===== src/common/abx_params.svh =====
// constants for the arithmetic/branch execution slice
// assumes 14-bit instruction words and a 13-bit program counter
`ifndef ABX_PARAMS_SVH
`define ABX_PARAMS_SVH
`define ABX_OPC_COMPLEMENT   6'h09
`define ABX_OPC_DECREMENT    6'h03
`define ABX_OPC_DEC_SKIP     6'h0B
`define ABX_OPC_INC_SKIP     6'h0F
`define ABX_OPC_OR_LITERAL   6'h38
`define ABX_OPC_BRANCH       3'h5
`define ABX_DEST_BIT         7
`define ABX_PC_RESET         13'h0000
`define ABX_ACC_RESET        8'h00
`endif


===== src/common/abx_pkg.sv =====
// types for the arithmetic/branch execution slice
// assumes abx_params.svh defines the encodings
package abx_pkg;
  typedef enum logic [2:0] {
    ABX_ST_EXEC  = 3'b001,
    ABX_ST_FLUSH = 3'b010,
    ABX_ST_IDLE  = 3'b100
  } abx_state_t;
  typedef logic [12:0] abx_pc_t;
  typedef logic [13:0] abx_instr_t;
endpackage


===== src/core/abx_exec.sv =====
// execution core for complement, decrement, skip, branch and or-literal
// assumes one instruction word per ref_clk cycle from program memory,
// and a combinational file register read port addressed by file_addr
`timescale 1ns/100ps
`default_nettype none
`include "abx_params.svh"
module abx_exec (
  // clock and reset
  input  wire logic           ref_clk,
  input  wire logic           reset,
  // instruction stream
  input  wire abx_pkg::abx_instr_t instr,
  input  wire logic           instr_valid,
  input  wire logic [7:0]     pc_high_latch,
  // file register port
  output logic [6:0]          file_addr,
  input  wire logic [7:0]     file_rdata,
  output logic                file_we,
  output logic [7:0]          file_wdata,
  // core state
  output abx_pkg::abx_pc_t    pc,
  output logic [7:0]          accum,
  output logic                zero_flag,
  output logic                discard
);
  import abx_pkg::*;

  abx_state_t state_r;
  abx_state_t state_nxt;
  abx_pc_t    pc_r;
  logic [7:0] acc_r;
  logic       z_r;
  logic [7:0] fwdata_r;
  logic       fwe_r;
  logic [7:0] result;
  logic       dest_file;
  logic       writes_z;
  logic       is_skip;
  logic       is_branch;
  logic       is_reg_op;
  logic       executing;

  function automatic logic op_is(input abx_instr_t w, input logic [5:0] opc);
    op_is = (w[13:8] == opc);
  endfunction

  assign executing = instr_valid && (state_r == ABX_ST_EXEC);
  assign dest_file = instr[`ABX_DEST_BIT];
  assign is_branch = (instr[13:11] == `ABX_OPC_BRANCH);
  assign is_skip   = op_is(instr, `ABX_OPC_DEC_SKIP) || op_is(instr, `ABX_OPC_INC_SKIP);
  assign is_reg_op = op_is(instr, `ABX_OPC_COMPLEMENT) || op_is(instr, `ABX_OPC_DECREMENT)
                     || is_skip;
  assign writes_z  = op_is(instr, `ABX_OPC_COMPLEMENT) || op_is(instr, `ABX_OPC_DECREMENT)
                     || op_is(instr, `ABX_OPC_OR_LITERAL);
  assign file_addr = instr[6:0];

  always_comb begin
    result = 8'h00;
    case (instr[13:8])
      `ABX_OPC_COMPLEMENT: result = ~file_rdata;
      `ABX_OPC_DECREMENT:  result = file_rdata - 8'h01;
      `ABX_OPC_DEC_SKIP:   result = file_rdata - 8'h01;
      `ABX_OPC_INC_SKIP:   result = file_rdata + 8'h01;
      `ABX_OPC_OR_LITERAL: result = acc_r | instr[7:0];
      default:             result = 8'h00;
    endcase
  end

  // a flush cycle drops the word fetched behind a branch or a taken skip
  always_comb begin
    state_nxt = state_r;
    case (state_r)
      ABX_ST_IDLE:  state_nxt = ABX_ST_EXEC;
      ABX_ST_EXEC: begin
        if (executing && is_branch)
          state_nxt = ABX_ST_FLUSH;
        else if (executing && op_is(instr, `ABX_OPC_DEC_SKIP) && result == 8'h00)
          state_nxt = ABX_ST_FLUSH;
        else if (executing && op_is(instr, `ABX_OPC_INC_SKIP) && result == 8'h00)
          state_nxt = ABX_ST_FLUSH;
      end
      ABX_ST_FLUSH: if (instr_valid) state_nxt = ABX_ST_EXEC;
      default:      state_nxt = ABX_ST_EXEC;
    endcase
  end

  always_ff @(posedge ref_clk or posedge reset) begin
    if (reset) state_r <= ABX_ST_IDLE;
    else       state_r <= state_nxt;
  end

  always_ff @(posedge ref_clk or posedge reset) begin
    if (reset) begin
      pc_r <= `ABX_PC_RESET;
    end else if (executing && is_branch) begin
      pc_r <= {pc_high_latch[4:3], instr[10:0]};
    end else if (instr_valid) begin
      pc_r <= pc_r + 13'h0001;
    end
  end

  always_ff @(posedge ref_clk or posedge reset) begin
    if (reset) begin
      acc_r <= `ABX_ACC_RESET;
    end else if (executing && op_is(instr, `ABX_OPC_OR_LITERAL)) begin
      acc_r <= result;
    end else if (executing && is_reg_op && !dest_file) begin
      acc_r <= result;
    end
  end

  // skip forms leave the zero flag alone
  always_ff @(posedge ref_clk or posedge reset) begin
    if (reset)                     z_r <= 1'b0;
    else if (executing && writes_z) z_r <= (result == 8'h00);
  end

  always_ff @(posedge ref_clk or posedge reset) begin
    if (reset) begin
      fwe_r    <= 1'b0;
      fwdata_r <= 8'h00;
    end else begin
      // the file space keeps the address of the previous cycle itself
      fwe_r    <= executing && is_reg_op && dest_file;
      fwdata_r <= result;
    end
  end

  assign pc         = pc_r;
  assign accum      = acc_r;
  assign zero_flag  = z_r;
  assign file_we    = fwe_r;
  assign file_wdata = fwdata_r;
  assign discard    = (state_r == ABX_ST_FLUSH);

  a_comp_to_acc: assert property (@(posedge ref_clk) disable iff (reset)
    executing && op_is(instr, `ABX_OPC_COMPLEMENT) && !dest_file
    |=> acc_r == ~$past(file_rdata))
    else $error("complement result wrong");
  a_dec_to_file: assert property (@(posedge ref_clk) disable iff (reset)
    executing && op_is(instr, `ABX_OPC_DECREMENT) && dest_file
    |=> fwe_r && fwdata_r == $past(file_rdata) - 8'h01)
    else $error("decrement file write wrong");
  a_skip_keeps_z: assert property (@(posedge ref_clk) disable iff (reset)
    executing && is_skip |=> z_r == $past(z_r))
    else $error("skip op changed zero flag");
  a_inc_skip_flush: assert property (@(posedge ref_clk) disable iff (reset)
    executing && op_is(instr, `ABX_OPC_INC_SKIP) && file_rdata == 8'hFF |=> discard)
    else $error("increment skip did not flush");
  a_branch_target: assert property (@(posedge ref_clk) disable iff (reset)
    executing && is_branch |=> pc_r == {$past(pc_high_latch[4:3]), $past(instr[10:0])})
    else $error("branch target wrong");
  a_branch_flush: assert property (@(posedge ref_clk) disable iff (reset)
    executing && is_branch |=> discard ##1 !discard || !$past(instr_valid))
    else $error("branch not two cycles");
  a_or_literal: assert property (@(posedge ref_clk) disable iff (reset)
    executing && op_is(instr, `ABX_OPC_OR_LITERAL)
    |=> acc_r == ($past(acc_r) | $past(instr[7:0])) && z_r == (acc_r == 8'h00))
    else $error("or literal wrong");
  a_no_skip_nonzero: assert property (@(posedge ref_clk) disable iff (reset)
    executing && op_is(instr, `ABX_OPC_DEC_SKIP) && file_rdata != 8'h01 |=> !discard)
    else $error("skip taken on nonzero");
  a_comp_zero: assert property (@(posedge ref_clk) disable iff (reset)
    executing && op_is(instr, `ABX_OPC_COMPLEMENT)
    |=> z_r == ($past(file_rdata) == 8'hFF))
    else $error("complement zero flag wrong");
  a_dec_zero: assert property (@(posedge ref_clk) disable iff (reset)
    executing && op_is(instr, `ABX_OPC_DECREMENT)
    |=> z_r == ($past(file_rdata) == 8'h01))
    else $error("decrement zero flag wrong");
  a_dec_skip_flush: assert property (@(posedge ref_clk) disable iff (reset)
    executing && op_is(instr, `ABX_OPC_DEC_SKIP) && file_rdata == 8'h01
    |=> discard)
    else $error("decrement skip did not flush");
  a_dec_skip_route: assert property (@(posedge ref_clk) disable iff (reset)
    executing && op_is(instr, `ABX_OPC_DEC_SKIP) && dest_file
    |=> fwe_r && fwdata_r == $past(file_rdata) - 8'h01)
    else $error("decrement skip file write wrong");
  a_inc_skip_route: assert property (@(posedge ref_clk) disable iff (reset)
    executing && op_is(instr, `ABX_OPC_INC_SKIP) && !dest_file
    |=> !fwe_r && acc_r == $past(file_rdata) + 8'h01)
    else $error("increment skip accumulator wrong");
  a_flush_quiet: assert property (@(posedge ref_clk) disable iff (reset)
    discard |=> $stable(acc_r) && $stable(z_r) && !fwe_r)
    else $error("flushed word changed state");

  c_branch:   cover property (@(posedge ref_clk) disable iff (reset) executing && is_branch);
  c_skip:     cover property (@(posedge ref_clk) disable iff (reset)
    executing && is_skip ##1 discard);
  c_or_zero:  cover property (@(posedge ref_clk) disable iff (reset)
    executing && op_is(instr, `ABX_OPC_OR_LITERAL) ##1 z_r);
  c_inc_skip: cover property (@(posedge ref_clk) disable iff (reset)
    executing && op_is(instr, `ABX_OPC_INC_SKIP) ##1 discard);
  c_flush_wait: cover property (@(posedge ref_clk) disable iff (reset)
    discard && !instr_valid);
endmodule
`default_nettype wire


===== config.mk =====
export PLATFORM = sky130hd
export DESIGN_NAME = abx_exec
export DESIGN_NICKNAME = d
export VERILOG_FILES = /design/src/common/abx_pkg.sv /design/src/core/abx_exec.sv
export VERILOG_INCLUDE_DIRS = /design/src /design/src/common
export SDC_FILE = /design/constraint.sdc
export NUM_CORES = 1
export LEC_CHECK = 0
export BUFFER_PORTS_ARGS = -buffer_cell sky130_fd_sc_hd__buf_2
export CAP_MARGIN = 20
export CORE_MARGIN = 4
export CORE_UTILIZATION = 44
export CTS_CLUSTER_DIAMETER = 200
export DETAILED_ROUTE_END_ITERATION = 10
export GPL_TIMING_DRIVEN = 0
export HOLD_SLACK_MARGIN = 0.1
export PLACE_DENSITY = 0.71
export REMOVE_ABC_BUFFERS = 1
export SYNTH_ARGS = -nofsm -noshare
export SYNTH_HDL_FRONTEND = slang
export SYNTH_SLANG_ARGS = --single-unit

===== constraint.sdc =====
create_clock -name ref_clk -period 2.19 [get_ports ref_clk]
set_input_delay 0.1095 -clock ref_clk [delete_from_list [all_inputs] [get_ports ref_clk]]
set_output_delay 0.1095 -clock ref_clk [all_outputs]
set_load 0.005 [all_outputs]

==> reports/results.ini <==
[run_status]
status = complete, but fails checks
violations = negative setup slack

[logic_synthesis]
ys_types = 49
synth_ff_type = dfrtp_1
syn_area_per_cell_um2 = 9.295
synth_warnings = 0
postSynthCellCount = 231
synth_area_mm2 = 0.002147
synth_common_cells = 33 x dfrtp_1, 21 x a21oi_1, 19 x nand2_1
synthArstFlopShare = 1.000
ys_seq_elements = 34
synth_top_area_frac = 0.3846
synth_edf_count = 0
synth_largest_area_cell = dfrtp_1
ys_top_cells_by_area = dfrtp_1 38%, a21oi_1 4.9%, mux2_2 4.7%
yosysSeqAreaShare = 0.3969
yosysMostFrequentCell = dfrtp_1

[clock_tree]
clockRootBuffer = clkbuf_8
insertion_delay_ns = 0.29
cts_buffer_depth = 2
cts_buffers = 5
cts_tree = done
path_clk_slew_ns = 0.07
cts_max_level = 2
cts.sinks = 34

[sta]
rsz0062_at_grt = yes
hold_viol = 0
maxSlewHeadroom = 0.5280
slew_violations = 0
finClkSkew_ns = 0.005252
fin_ws_ns = -0.3836
period_needed_ns = 2.574
max_freq_mhz = 388.6
setup_tns_ns = -1.360
period_share = 1.175
setup_viol = 5
worst_slew_pin_slew_ns = 0.7072

[die]
initial_utilization = 0.4546
fp.dieW_um = 77.86
num_io_pins = 72
die_area_mm2 = 0.006061
rows = 25
die_y_um = 77.86
core_mm2 = 0.004723

[cells_and_area]
nets = 339
finalNonFillerCells = 365
post-route-util = 0.5968
postLayoutCellArea_mm2 = 0.002819
synthToLayoutAreaGrowth_pct = 31.29
drive_gt1_frac = 0.4128
diodes = 0

[global_routing]
grt.total_usage = 0.1923
grt-ovfl-total = 0
grt_pass1_wl_um = 9204
grt_pass1_vias = 1913
antenna_found_initial = 0
grt_max_degree = 32

[worst_setup_path]
cp-start-kind = input port
crit_fanout = 3
cp-end-kind = register
path_cells = buf_8, nor3b_4, nand4_1, buf_4, fa_2, xor2_1, nand4_1, o221ai_2, or4_1, or4_4, o31a_1
max_stage_delay_ns = 0.55
critPathKind = input port to register
crit_top_cell = nand4_1
critPathSlowestCell = or4_1
cp.arrival_ns = 2.75
required_ns = 2.37
cp_num_buf_inv = 2
crit_family = simple AND/OR/NAND/NOR gates

[place]
place_inst = 343
place_congestion = 0.8616
io_buffers = 65
post-dp-hpwl_um = 4015
place_area_mm2 = 0.002471

[run]
drv_cap = 0

[power_and_ir_drop]
ir_drop_mv = 0.4426
finalPower_mw = 1.926
leakagePower_nw = 1.349
power_density_mw_per_mm2 = 683.2

[route]
vias = 1999
route.antenna.remaining_nets = 0
via_per_inst = 5.477
drc = 0
dr.first_iter.drc_count = 122
detail_route.wl_per_cell_um = 15.96
firstDrtPassIters = 4
drt-total-wl_um = 5826

[hold_path]
hp-class = input port to register

## worst register-to-register path, delay by kind of cell, from the launching register on
kind | cells | cell delay, ns
AND/OR/NAND/NOR | 3 | 1.59
flip-flops | 1 | 0.37
AO/OA/AOI/OAI | 1 | 0.25
## path summary, 6_finish.rpt
path,start,cells after the start,to,slack [ns]
max,instr[12],11,state_r[0],-0.38
min,instr[5],3,pc[5],0.11
max reg2reg,state_r[2],4,state_r[0],-0.13
min reg2reg,zero_flag,2,zero_flag,0.53
max in group asynchronous,reset,4,file_wdata[4],1.17
min in group asynchronous,reset,3,pc[9],0.48
## flip-flops by register name, indices dropped and copies added (netlist names)
signal      cells
file_wdata      8
file_we         1
zero_flag       1
accum           8
state_r         3
pc             13
## cell families (layout without fill, tap and decap cells)
family,Yosys count,in the layout,share of synthesized area
xor+xnor,9,9,0.03672
simple gates,73,73,0.1865
mux,12,12,0.06119
fa+ha+maj,9,9,0.05595
buf+inv,29,96,0.06644
other cells,1,1,0.001747
compound gates,64,64,0.1946
flops,34,34,0.3969
## layer usage
| layer | vias up | track usage | part of all wire |
|---|---|---|---|
| met3 | 15 | 0.03480 | 0.063 |
| li1 | 967 | - | - |
| met1 | 946 | 0.2630 | 0.43 |
| met4 | 0 | 0.08007 | 0.026 |
| met5 | - | 0 | 0 |
| met2 | 71 | 0.2979 | 0.48 |
## layout by cell type (no fill, tap or decap), types with 5 or more instances in the layout
master	instances
a21oi_1	20
buf_2	62
buf_4	13
clkbuf_8	5
dfrtp_1	33
inv_1	7
mux2_2	6
nand2_1	19
nand2b_1	5
nand3_1	5
nand4_1	8
nor2_1	15
o21ai_0	6
o22ai_1	8
xor2_1	7
## stage by stage
step	setup WS (ns)	hold slack [ns]
global route	-0.4943	0.1281
global placement	-1.330	0.4080
CTS	-0.2932	0.1065
floorplan	-0.8419	0.1942
finish	-0.3836	0.1119
detailed placement	-1.328	0.2523
## layout make-up
| type | instances | area (µm²) |
|---|---|---|
| Clock buffer | 6 | 72.57 |
| Clock inverter | 2 | 10.01 |
| Fill cell | 415 | 1904 |
| Timing Repair Buffer | 80 | 483.0 |
| Inverter | 8 | 30.03 |
| Tap cell | 67 | 83.83 |
| Multi-Input combinational cell | 168 | 1287 |
| Sequential cell | 34 | 852.1 |
## power breakdown
part / switching (mW) / leakage, nW / internal [mW] / total, mW
Clock: 0.231 / 0.0450 / 0.220 / 0.452
Sequential: 0.139 / 0.429 / 0.749 / 0.888
Combinational: 0.293 / 0.876 / 0.293 / 0.586
Total: 0.663 / 1.35 / 1.26 / 1.93
## what timing repair did
item | CTS | global route
gates cloned | 0 | 0
pin swaps | 11 | 7
setup endpoints to repair | 20 | 15
hold endpoints to repair | 14 | 0
hold buffers | 1 | 0
buffers inserted | 9 | 6
resized for setup | 15 | 19
No activity file was read; power rests on OpenSTA's default activity.
